File: src/spt_pkg.sv
// Constants for the SCSI protocol timers
package spt_pkg;
  ////////////////////////////////////////////////////////////////////////////
  // Register offsets
  localparam logic [7:0] ADDR_INT_ENABLE_ONE  = 8'h41;
  localparam logic [7:0] ADDR_INT_STATUS_ONE  = 8'h43;
  localparam logic [7:0] ADDR_TIMER_CFG_ZERO  = 8'h48;
  localparam logic [7:0] ADDR_TIMER_CFG_ONE   = 8'h49;
  localparam logic [7:0] ADDR_PURPOSE_CTRL    = 8'h60;
  ////////////////////////////////////////////////////////////////////////////
  // Field positions
  localparam int HSK_GAP_LSB         = 4;
  localparam int CHOOSE_LSB          = 0;
  localparam int PURPOSE_PERIOD_LSB  = 0;
  localparam int HSK_GAP_SCALE_BIT   = 4;
  localparam int PURPOSE_SCALE_BIT   = 5;
  localparam int BUS_WATCH_BIT       = 6;
  localparam int FLAG_HSK_BIT        = 0;
  localparam int FLAG_PURPOSE_BIT    = 1;
  localparam int FLAG_CHOOSE_BIT     = 2;
  localparam int PURPOSE_RUN_BIT     = 0;
  ////////////////////////////////////////////////////////////////////////////
  // Reset values
  localparam logic [7:0] RST_TIMER_CFG_ZERO   = 8'h00;
  localparam logic [6:0] RST_TIMER_CFG_ONE    = 7'h00;
  localparam logic [2:0] RST_INT_ENABLE_ONE   = 3'h0;
  localparam logic [2:0] RST_INT_STATUS_ONE   = 3'h0;
  localparam logic       RST_PURPOSE_RUN      = 1'b0;
  ////////////////////////////////////////////////////////////////////////////
  // Timing
  localparam int CLK_MHZ      = 100;
  localparam int BASE_TICK_US = 100;
  localparam int ABORT_US     = 200;
  localparam int BASE_CYCLES  = BASE_TICK_US * CLK_MHZ;
  localparam int ABORT_TICKS  = (ABORT_US + BASE_TICK_US - 1) / BASE_TICK_US;
  localparam int SCALE_SHIFT  = 4;
  localparam int TICK_CNT_W   = 19;
endpackage : spt_pkg

File: src/spt_timer.sv
// One programmable timeout counter driven by the shared base tick
`timescale 1ns/1ps
`default_nettype none
module spt_timer #(
  parameter int CNT_W = 19,
  parameter int EXTRA = 0
) (
  input  wire logic       i_clk,
  input  wire logic       i_rst_n,
  input  wire logic       i_tick,
  input  wire logic       i_run,
  input  wire logic       i_restart,
  input  wire logic [3:0] i_code,
  input  wire logic       i_scale,
  output logic            o_expire
);
  logic [CNT_W-1:0] cnt_q;
  logic             done_q;
  logic [CNT_W-1:0] limit;
  logic             idle;

  ////////////////////////////////////////////////////////////////////////////
  // Period from code: base times two to the code minus one, optional x16
  always_comb begin
    limit = CNT_W'(1) << (i_code - 4'h1);
    if (i_scale) begin
      limit = limit << spt_pkg::SCALE_SHIFT;
    end
    limit = limit + CNT_W'(EXTRA);
  end

  assign idle = !i_run || (i_code == 4'h0) || i_restart;

  ////////////////////////////////////////////////////////////////////////////
  // Count base ticks, fire once
  always_ff @(posedge i_clk or negedge i_rst_n) begin
    if (!i_rst_n) begin
      cnt_q    <= '0;
      done_q   <= 1'b0;
      o_expire <= 1'b0;
    end else begin
      o_expire <= 1'b0;
      if (idle) begin
        cnt_q  <= '0;
        done_q <= 1'b0;
      end else if (i_tick && !done_q) begin
        if (cnt_q + CNT_W'(1) >= limit) begin
          done_q   <= 1'b1;
          o_expire <= 1'b1;
        end
        cnt_q <= cnt_q + CNT_W'(1);
      end
    end
  end
endmodule : spt_timer
`default_nettype wire

File: src/spt_top.sv
// SCSI protocol timers: handshake gap, selection and general purpose
//
// The implementer's own choice: strobed register access.
`timescale 1ns/1ps
`default_nettype none
module spt_top
  import spt_pkg::*;
#(
  parameter int BASE_CYCLES_P = spt_pkg::BASE_CYCLES
) (
  input  wire logic       i_clk,
  input  wire logic       i_rst_n,
  input  wire logic [7:0] i_addr,
  input  wire logic [7:0] i_wdata,
  input  wire logic       i_wr,
  input  wire logic       i_rd,
  input  wire logic       i_req_n,
  input  wire logic       i_ack_n,
  input  wire logic       i_bsy_n,
  input  wire logic       i_target_mode,
  input  wire logic       i_connected,
  input  wire logic       i_choose_active,
  output logic      [7:0] o_rdata,
  output logic            o_irq
);
  import spt_pkg::*;

  localparam int PRE_W = $clog2(BASE_CYCLES_P + 1);

  logic [7:0] timer_config_zero_q;
  logic [6:0] timer_config_one_q;
  logic [2:0] interrupt_enable_one_q;
  logic [2:0] interrupt_status_one_q;
  logic       purpose_run_q;
  logic [PRE_W-1:0] pre_q;
  logic       tick_q;
  logic [2:0] pin_s1_q;
  logic [2:0] pin_s2_q;
  logic [2:0] pin_s3_q;
  logic [2:0] pin_q;
  logic [2:0] pin_prev_q;
  logic       req_edge;
  logic       ack_edge;
  logic       bsy_on;
  logic       hsk_edge;
  logic       hsk_run;
  logic       hsk_exp;
  logic       choose_exp;
  logic       purpose_exp;
  logic [2:0] flag_set;
  logic [2:0] flag_clr;

  ////////////////////////////////////////////////////////////////////////////
  // Register writes
  always_ff @(posedge i_clk or negedge i_rst_n) begin
    if (!i_rst_n) begin
      timer_config_zero_q    <= RST_TIMER_CFG_ZERO;
      timer_config_one_q     <= RST_TIMER_CFG_ONE;
      interrupt_enable_one_q <= RST_INT_ENABLE_ONE;
      purpose_run_q          <= RST_PURPOSE_RUN;
    end else if (i_wr) begin
      case (i_addr)
        ADDR_TIMER_CFG_ZERO: timer_config_zero_q    <= i_wdata;
        ADDR_TIMER_CFG_ONE:  timer_config_one_q     <= i_wdata[6:0];
        ADDR_INT_ENABLE_ONE: interrupt_enable_one_q <= i_wdata[2:0];
        ADDR_PURPOSE_CTRL:   purpose_run_q          <= i_wdata[PURPOSE_RUN_BIT];
        default: begin
        end
      endcase
    end
  end

  ////////////////////////////////////////////////////////////////////////////
  // Read data, one cycle after the strobe
  always_ff @(posedge i_clk or negedge i_rst_n) begin
    if (!i_rst_n) begin
      o_rdata <= 8'h00;
    end else if (i_rd) begin
      case (i_addr)
        ADDR_TIMER_CFG_ZERO: o_rdata <= timer_config_zero_q;
        ADDR_TIMER_CFG_ONE:  o_rdata <= {1'b0, timer_config_one_q};
        ADDR_INT_ENABLE_ONE: o_rdata <= {5'h00, interrupt_enable_one_q};
        ADDR_INT_STATUS_ONE: o_rdata <= {5'h00, interrupt_status_one_q};
        ADDR_PURPOSE_CTRL:   o_rdata <= {7'h00, purpose_run_q};
        default:             o_rdata <= 8'h00;
      endcase
    end else begin
      o_rdata <= 8'h00;
    end
  end

  ////////////////////////////////////////////////////////////////////////////
  // Pin synchronisers with agreement filter
  always_ff @(posedge i_clk or negedge i_rst_n) begin
    if (!i_rst_n) begin
      pin_s1_q   <= 3'h7;
      pin_s2_q   <= 3'h7;
      pin_s3_q   <= 3'h7;
      pin_q      <= 3'h7;
      pin_prev_q <= 3'h7;
    end else begin
      pin_s1_q   <= {i_bsy_n, i_ack_n, i_req_n};
      pin_s2_q   <= pin_s1_q;
      pin_s3_q   <= pin_s2_q;
      pin_prev_q <= pin_q;
      for (int i = 0; i < 3; i++) begin
        if (pin_s2_q[i] == pin_s3_q[i]) begin
          pin_q[i] <= pin_s3_q[i];
        end
      end
    end
  end

  assign req_edge = pin_prev_q[0] && !pin_q[0];
  assign ack_edge = pin_prev_q[1] && !pin_q[1];
  assign bsy_on   = !pin_q[2];
  assign hsk_run  = i_connected || (timer_config_one_q[BUS_WATCH_BIT] && bsy_on);

  ////////////////////////////////////////////////////////////////////////////
  // Qualifying handshake per role, or any REQ/ACK once bus watching is on
  always_comb begin
    if (timer_config_one_q[BUS_WATCH_BIT]) begin
      hsk_edge = req_edge || ack_edge;
    end else if (i_target_mode) begin
      hsk_edge = req_edge;
    end else begin
      hsk_edge = ack_edge;
    end
  end

  ////////////////////////////////////////////////////////////////////////////
  // Base tick prescaler, one pulse per 100 us
  always_ff @(posedge i_clk or negedge i_rst_n) begin
    if (!i_rst_n) begin
      pre_q  <= '0;
      tick_q <= 1'b0;
    end else begin
      if (pre_q == PRE_W'(BASE_CYCLES_P - 1)) begin
        pre_q  <= '0;
        tick_q <= 1'b1;
      end else begin
        pre_q  <= pre_q + PRE_W'(1);
        tick_q <= 1'b0;
      end
    end
  end

  ////////////////////////////////////////////////////////////////////////////
  // The three timers share one code-to-period mapping, the selection timer adding ABORT_TICKS
  spt_timer #(.CNT_W(TICK_CNT_W), .EXTRA(0)) u_hsk_timer (
    .i_clk     (i_clk),
    .i_rst_n   (i_rst_n),
    .i_tick    (tick_q),
    .i_run     (hsk_run),
    .i_restart (hsk_edge),
    .i_code    (timer_config_zero_q[HSK_GAP_LSB +: 4]),
    .i_scale   (timer_config_one_q[HSK_GAP_SCALE_BIT]),
    .o_expire  (hsk_exp)
  );

  spt_timer #(.CNT_W(TICK_CNT_W), .EXTRA(ABORT_TICKS)) u_choose_timer (
    .i_clk     (i_clk),
    .i_rst_n   (i_rst_n),
    .i_tick    (tick_q),
    .i_run     (i_choose_active),
    .i_restart (1'b0),
    .i_code    (timer_config_zero_q[CHOOSE_LSB +: 4]),
    .i_scale   (1'b0),
    .o_expire  (choose_exp)
  );

  spt_timer #(.CNT_W(TICK_CNT_W), .EXTRA(0)) u_purpose_timer (
    .i_clk     (i_clk),
    .i_rst_n   (i_rst_n),
    .i_tick    (tick_q),
    .i_run     (purpose_run_q),
    .i_restart (1'b0),
    .i_code    (timer_config_one_q[PURPOSE_PERIOD_LSB +: 4]),
    .i_scale   (timer_config_one_q[PURPOSE_SCALE_BIT]),
    .o_expire  (purpose_exp)
  );

  ////////////////////////////////////////////////////////////////////////////
  // Sticky status, cleared by read, set wins
  always_comb begin
    flag_set                   = 3'h0;
    flag_set[FLAG_HSK_BIT]     = hsk_exp;
    flag_set[FLAG_PURPOSE_BIT] = purpose_exp;
    flag_set[FLAG_CHOOSE_BIT]  = choose_exp;
    flag_clr = (i_rd && (i_addr == ADDR_INT_STATUS_ONE)) ? 3'h7 : 3'h0;
  end

  always_ff @(posedge i_clk or negedge i_rst_n) begin
    if (!i_rst_n) begin
      interrupt_status_one_q <= RST_INT_STATUS_ONE;
    end else begin
      interrupt_status_one_q <= (interrupt_status_one_q & ~flag_clr) | flag_set;
    end
  end

  always_ff @(posedge i_clk or negedge i_rst_n) begin
    if (!i_rst_n) begin
      o_irq <= 1'b0;
    end else begin
      o_irq <= |(interrupt_status_one_q & interrupt_enable_one_q);
    end
  end
endmodule : spt_top
`default_nettype wire

File: config.mk
export PLATFORM = sky130hd
export DESIGN_NAME = spt_top
export DESIGN_NICKNAME = d
export VERILOG_FILES = /design/src/spt_pkg.sv /design/src/spt_timer.sv /design/src/spt_top.sv
export SDC_FILE = /design/constraint.sdc
export NUM_CORES = 1
export LEC_CHECK = 0
export ABC_AREA = 1
export BUFFER_PORTS_ARGS = -buffer_cell sky130_fd_sc_hd__buf_2
export CORE_ASPECT_RATIO = 1.4
export CORE_MARGIN = 2
export CORE_UTILIZATION = 59
export DETAILED_ROUTE_END_ITERATION = 10
export HOLD_SLACK_MARGIN = 0.1
export MAX_ROUTING_LAYER = met4
export PLACE_DENSITY_LB_ADDON = 0.25
export SKIP_CTS_REPAIR_TIMING = 1
export SLEW_MARGIN = 5
export SYNTH_ARGS = -nofsm -noshare
export SYNTH_HDL_FRONTEND = slang
export SYNTH_HIERARCHICAL = 1
export SYNTH_SLANG_ARGS = --single-unit
File: constraint.sdc
create_clock -name i_clk -period 6.4 [get_ports i_clk]
set_clock_uncertainty 0.15 [all_clocks]
set_input_delay 0.32 -clock i_clk [delete_from_list [all_inputs] [get_ports i_clk]]
set_output_delay 0.32 -clock i_clk [all_outputs]
set_load 0.005 [all_outputs]
# Yosys cells after proc, flatten, opt, wreduce, memory -nomap -nowiden
# Index checks and enable logic that the tools add are counted.
# totals
wordCells	124
output_inout_bits	9
inputBits	26
regBits	123
# classes
add_sub_neg	8
n_mux	33
n_bitwise	4
n_reduce_logical	39
shifts	3
n_eq_ne	9
magnitude_cmp	3
# ops
op	count
$mux 19	8
$add 19x1->19 const B	3
$ge 19x19->1	3
$shl 1x4->19 const A	3
$eq 8x7->1 const B	5
$pmux 8 s5	1
$mux 1	21
$add 19x2->19 const B	1
$add 14x1->14 const B	1
$eq 14x14->1 const B	1
$mux 14	1
$reduce_and 2->1	7
$logic_not 4->1	3
$reduce_bool 2->1	6
$sub 4x1->4 const B	3
$logic_not 1->1	9
$mux 8	1
$logic_and 1x1->1	7
$and 3x3->3	2
$logic_or 1x1->1	6
$eq 1x1->1	3
$mux 3	1
$not 3->3	1
$or 3x3->3	1
$reduce_or 3->1	1

# Longest topological paths before layout
# depth
ltp_word	8
mapped_depth	20
depth_no_buf	20

# By module
# The synthesis kept the hierarchy.
# by_module_without_submodules
module	n_inst	area_each_um2	seq_area_each_um2	cells_each
spt_top	1	2666.3	1519.0	291
spt_timer (u_choose_timer)	1	2213.4	525.5	350
spt_timer (u_hsk_timer)	1	2139.6	525.5	313
spt_timer (u_purpose_timer)	1	2105.8	525.5	309

# Least setup slack after synthesis
# OpenSTA, ideal clock, no wires.
# synth_timing
path_kind	reg-to-reg
startpoint	register u_purpose_timer.cnt_q[0]
endpoint	register u_purpose_timer.done_q
synth_period_minus_slack_ns	2.406
setup_slack_ns	3.994
setup_ns	0.119
path_stages_with_launch	16
arrival_time_ns	2.137
cell_sequence	dfrtp_1 > ha_1 > nand3_2 > nor2_4 > nand2_4 > nor2_8 > nand4_1 > and2_1 > ha_1 > a21oi_1 > o21a_1 > nand2_1 > nor2_1 > nand2_1 > nand2_1 > nand2_1
# synth_between
elab_chain_len	4
# synth_rtl
element	line	source
start: declaration	spt_timer.sv:17	logic [CNT_W-1:0] cnt_q;
start signal: assignment	spt_timer.sv:51	cnt_q <= cnt_q + CNT_W'(1);
$add 19x1->19	spt_timer.sv:47	if (cnt_q + CNT_W'(1) >= limit) begin
$ge 19x19->1	spt_timer.sv:47	
$reduce_bool 2->1 (no source line)	--	
$reduce_and 2->1 (no source line)	--	
end signal: assignment	spt_timer.sv:39	done_q <= 1'b0;
end signal: assignment	spt_timer.sv:45	done_q <= 1'b0;
end signal: assignment	spt_timer.sv:48	done_q <= 1'b1;
end: declaration	spt_timer.sv:18	logic done_q;
# Every way passes these cells.
# A chain may end at the register's enable or synchronous reset.

# Worst setup path in the final report
# layout_timing
startpoint	register u_choose_timer.cnt_q[0]
endpoint	register u_choose_timer.done_q
# layout_between
elab_chain_len	4
# layout_rtl
element	line
start: declaration	spt_timer.sv:17
start signal: assignment	spt_timer.sv:51
$add 19x1->19	spt_timer.sv:47
$ge 19x19->1	spt_timer.sv:47
$reduce_bool 2->1 (no source line)	--
$reduce_and 2->1 (no source line)	--
end signal: assignment	spt_timer.sv:39
end signal: assignment	spt_timer.sv:45
end signal: assignment	spt_timer.sv:48
end: declaration	spt_timer.sv:18
# Every way passes these cells.

==> impl_metrics.env <==
export IMPL_die_x_um=109
export IMPL_maxCapViolations=0
export IMPL_p_per_area_nw_per_um2=203
export IMPL_cts_root_buf="clkbuf_16"
export IMPL_synth_edf_count=0
export IMPL_place_area_um2=9430
export IMPL_wl_mm=22.6
export IMPL_gp_congestion=0.973
export IMPL_finalPower_uw=2080
export IMPL_syn_area_um2=9130
export IMPL_crit_path_end_kind="flop"
export IMPL_nNetsFinal=1402
export IMPL_grt_pass1_wl_mm=36.9
export IMPL_grt_usage_pct=30.0
export IMPL_cellLeakagePower_uw=0.00534
export IMPL_portBuffers=34
export IMPL_fin_crit_sh_pct=43.4
export IMPL_cts_inserted_buffers=17
export IMPL_core_um2=15100
export IMPL_start_util_pct=60.6
export IMPL_clock_sinks=123
export IMPL_vias_per_cell=5.40
export IMPL_min_path_type="primary input to flop"
export IMPL_drt_initial_drc_count=550
export IMPL_synth_main_ff_cell="dfrtp_1"
export IMPL_tns_ns=0
export IMPL_path_max_fanout=6
export IMPL_peakVddDrop_uv=183
export IMPL_synthDistinctLibCells=48
export IMPL_hold_viol=0
export IMPL_hpwl_mm=17.0
export IMPL_most_common_layout_cells="339 x nand2_1, 178 x inv_1, 122 x nor2_1, 109 x dfrtp_1, 67 x o21ai_0"
export IMPL_clockBufferDepth=2
export IMPL_relSlewSlack_pct=36.4
export IMPL_cts_tree="done"
export IMPL_grt_remaining_overflow=0
export IMPL_postRouteAntennaNets=0
export IMPL_drive_above_1_share_pct=14.5
export IMPL_final_common_cell="nand2_1"
export IMPL_ios=35
export IMPL_antenna_found_initial=0
export IMPL_cp_arrival_ns=2.99
export IMPL_dpl_cell_count=1474
export IMPL_vias=8205
export IMPL_worstMarginPinSlew_ns=0.954
export IMPL_wl_per_cell_um=14.9
export IMPL_route_detailed_drc=0
export IMPL_die_y_um=151
export IMPL_antennaDiodeCount=0
export IMPL_max_freq_ghz=0.360
export IMPL_synth_yosys_seq_area_share_pct=33.9
export IMPL_clock_latency_ns=0.43
export IMPL_ys_top_cells_by_area="dfrtp_1 30%, nand2_1 14%, ha_1 8.5%"
export IMPL_startpoint_type="flop"
export IMPL_final_area_um2=10200
export IMPL_ys_seq_elements=123
export IMPL_async_reset_ff_share_pct=100
export IMPL_yosysTopAreaCell="dfrtp_1"
export IMPL_syn2layout_area_growth_pct=11.8
export IMPL_met1_usage_pct=29.8
export IMPL_rows=53
export IMPL_die_area_um2=16500
export IMPL_setup_violations=0
export IMPL_met2_usage_pct=53.3
export IMPL_htreeDepth=4
export IMPL_stdcell_count=1519
export IMPL_top_usage_layer="met2"
export IMPL_avgSynthCellArea_um2=7.22
export IMPL_rsz0062_at_grt="no"
export IMPL_required_ns=6.62
export IMPL_ys_warn_count=6
export IMPL_grt_pass1_vias=8133
export IMPL_synth_top_cell_area_share_pct=29.9
export IMPL_clk_pin_slew_ns=0.06
export IMPL_synth_cells=1263
export IMPL_finalMaxSlewViolations=0
export IMPL_grtUsageMet3_pct=5.34
export IMPL_drt_pass1_iter_count=7
export IMPL_grt_max_degree=75
export IMPL_path_class="flop to flop"
export IMPL_post_route_min_period_ns=2.78
export IMPL_status="finished, final reports clean"
sequential cells by signal, summed over array words and instances, names as in the netlist, 2 cells and up:
register	cells
interrupt_status_one_q	3
timer_config_one_q	7
pre_q	14
timer_config_zero_q	8
u_choose_timer/cnt_q	19
pin_s1_q	3
u_hsk_timer/cnt_q	19
pin_prev_q	2
interrupt_enable_one_q	3
o_rdata	8
pin_s2_q	3
pin_s3_q	3
u_purpose_timer/cnt_q	19
pin_q	3
worst max-delay path: stages (launching register included):
cell     delay [ns]
dfrtp_1        0.47
ha_1           0.32
nand2_2        0.11
nor2_4         0.16
nand2_4        0.09
nor2_4         0.11
nand2_2        0.07
nand2_1        0.11
inv_1          0.06
ha_1           0.31
nand2_1        0.08
nor2_1         0.15
nand2_1        0.10
nor2_1         0.09
nand2_1        0.05
nand4_1        0.10
nand2_1        0.08
nand2_1        0.11
Yosys cell counts (11+ instances only):
cell	number
a21oi_1	22
and2_1	12
clkbuf_1	11
dfrtp_1	109
dfstp_2	14
ha_1	62
inv_1	178
inv_2	23
nand2_1	339
nand2_2	17
nand3_1	61
nand4_1	13
nor2_1	122
nor2_4	15
nor3_1	25
o21ai_0	67
o21ai_1	34
o22ai_1	16
xor2_1	19
metal layers:
layer / part of all wire (%) / vias to the layer above
li1: - / 4148
met1: 38 / 3788
met2: 53 / 191
met3: 3.1 / 78
met4: 5.3 / 0
met5: 0 / -
final timing paths:
path,from,to,slack [ns],cells after the start
worst max-delay path,u_choose_timer/cnt_q[0]$_DFFE_PN0P_,u_choose_timer/done_q$_DFFE_PN0P_,3.62,17
max in group asynchronous,i_rst_n,u_choose_timer/cnt_q[18]$_DFFE_PN0P_,4.38,3
worst min-delay path,i_rd,o_rdata[3]$_DFF_PN0_,0.1,3
worst min register to register,pin_s1_q[1]$_DFF_PN1_,pin_s2_q[1]$_DFF_PN1_,0.21,0
worst max register to register,u_choose_timer/cnt_q[0]$_DFFE_PN0P_,u_choose_timer/done_q$_DFFE_PN0P_,3.62,17
min in group asynchronous,i_rst_n,timer_config_zero_q[5]$_DFFE_PN0P_,0.31,2
per-stage QoR:
| step | util, % | setup WS, ns | hold WS (ns) |
|---|---|---|---|
| after CTS | 66.9 | 3.64 | -0.219 |
| after global routing | 67.8 | 3.31 | 0.122 |
| final | 67.8 | 3.62 | 0.0975 |
| after floorplan | - | 3.99 | -0.126 |
| after detailed placement | 62.6 | 3.68 | 0.199 |
| after global placement | 62.6 | 3.71 | 0.196 |
logic make-up (layout without fill, tap and decap cells):
| group | after synthesis | after routing | share of synthesized area, % |
|---|---|---|---|
| fa+ha+maj | 65 | 65 | 8.83 |
| xor+xnor | 20 | 20 | 1.92 |
| compound gates | 183 | 183 | 12.0 |
| other cells | 1 | 7 | 0.0411 |
| flops | 123 | 123 | 33.9 |
| simple gates | 647 | 647 | 33.4 |
| buf+inv | 224 | 282 | 9.89 |
power breakdown:
part	total, uW	internal [uW]	switching (uW)
logic	199	64.1	134
registers	822	799	23.0
clock network	1050	677	377
area by class of cell:
type                       count  area [um^2]
multi-input combinational    922         5150
fill                        1280         4850
sequential                   123         3100
inverter                     202          761
clock buffer                  20          457
timing repair buffer          48          310
tap                          192          240
clock inverter                12          185
(Power assumes the default switching activity.)
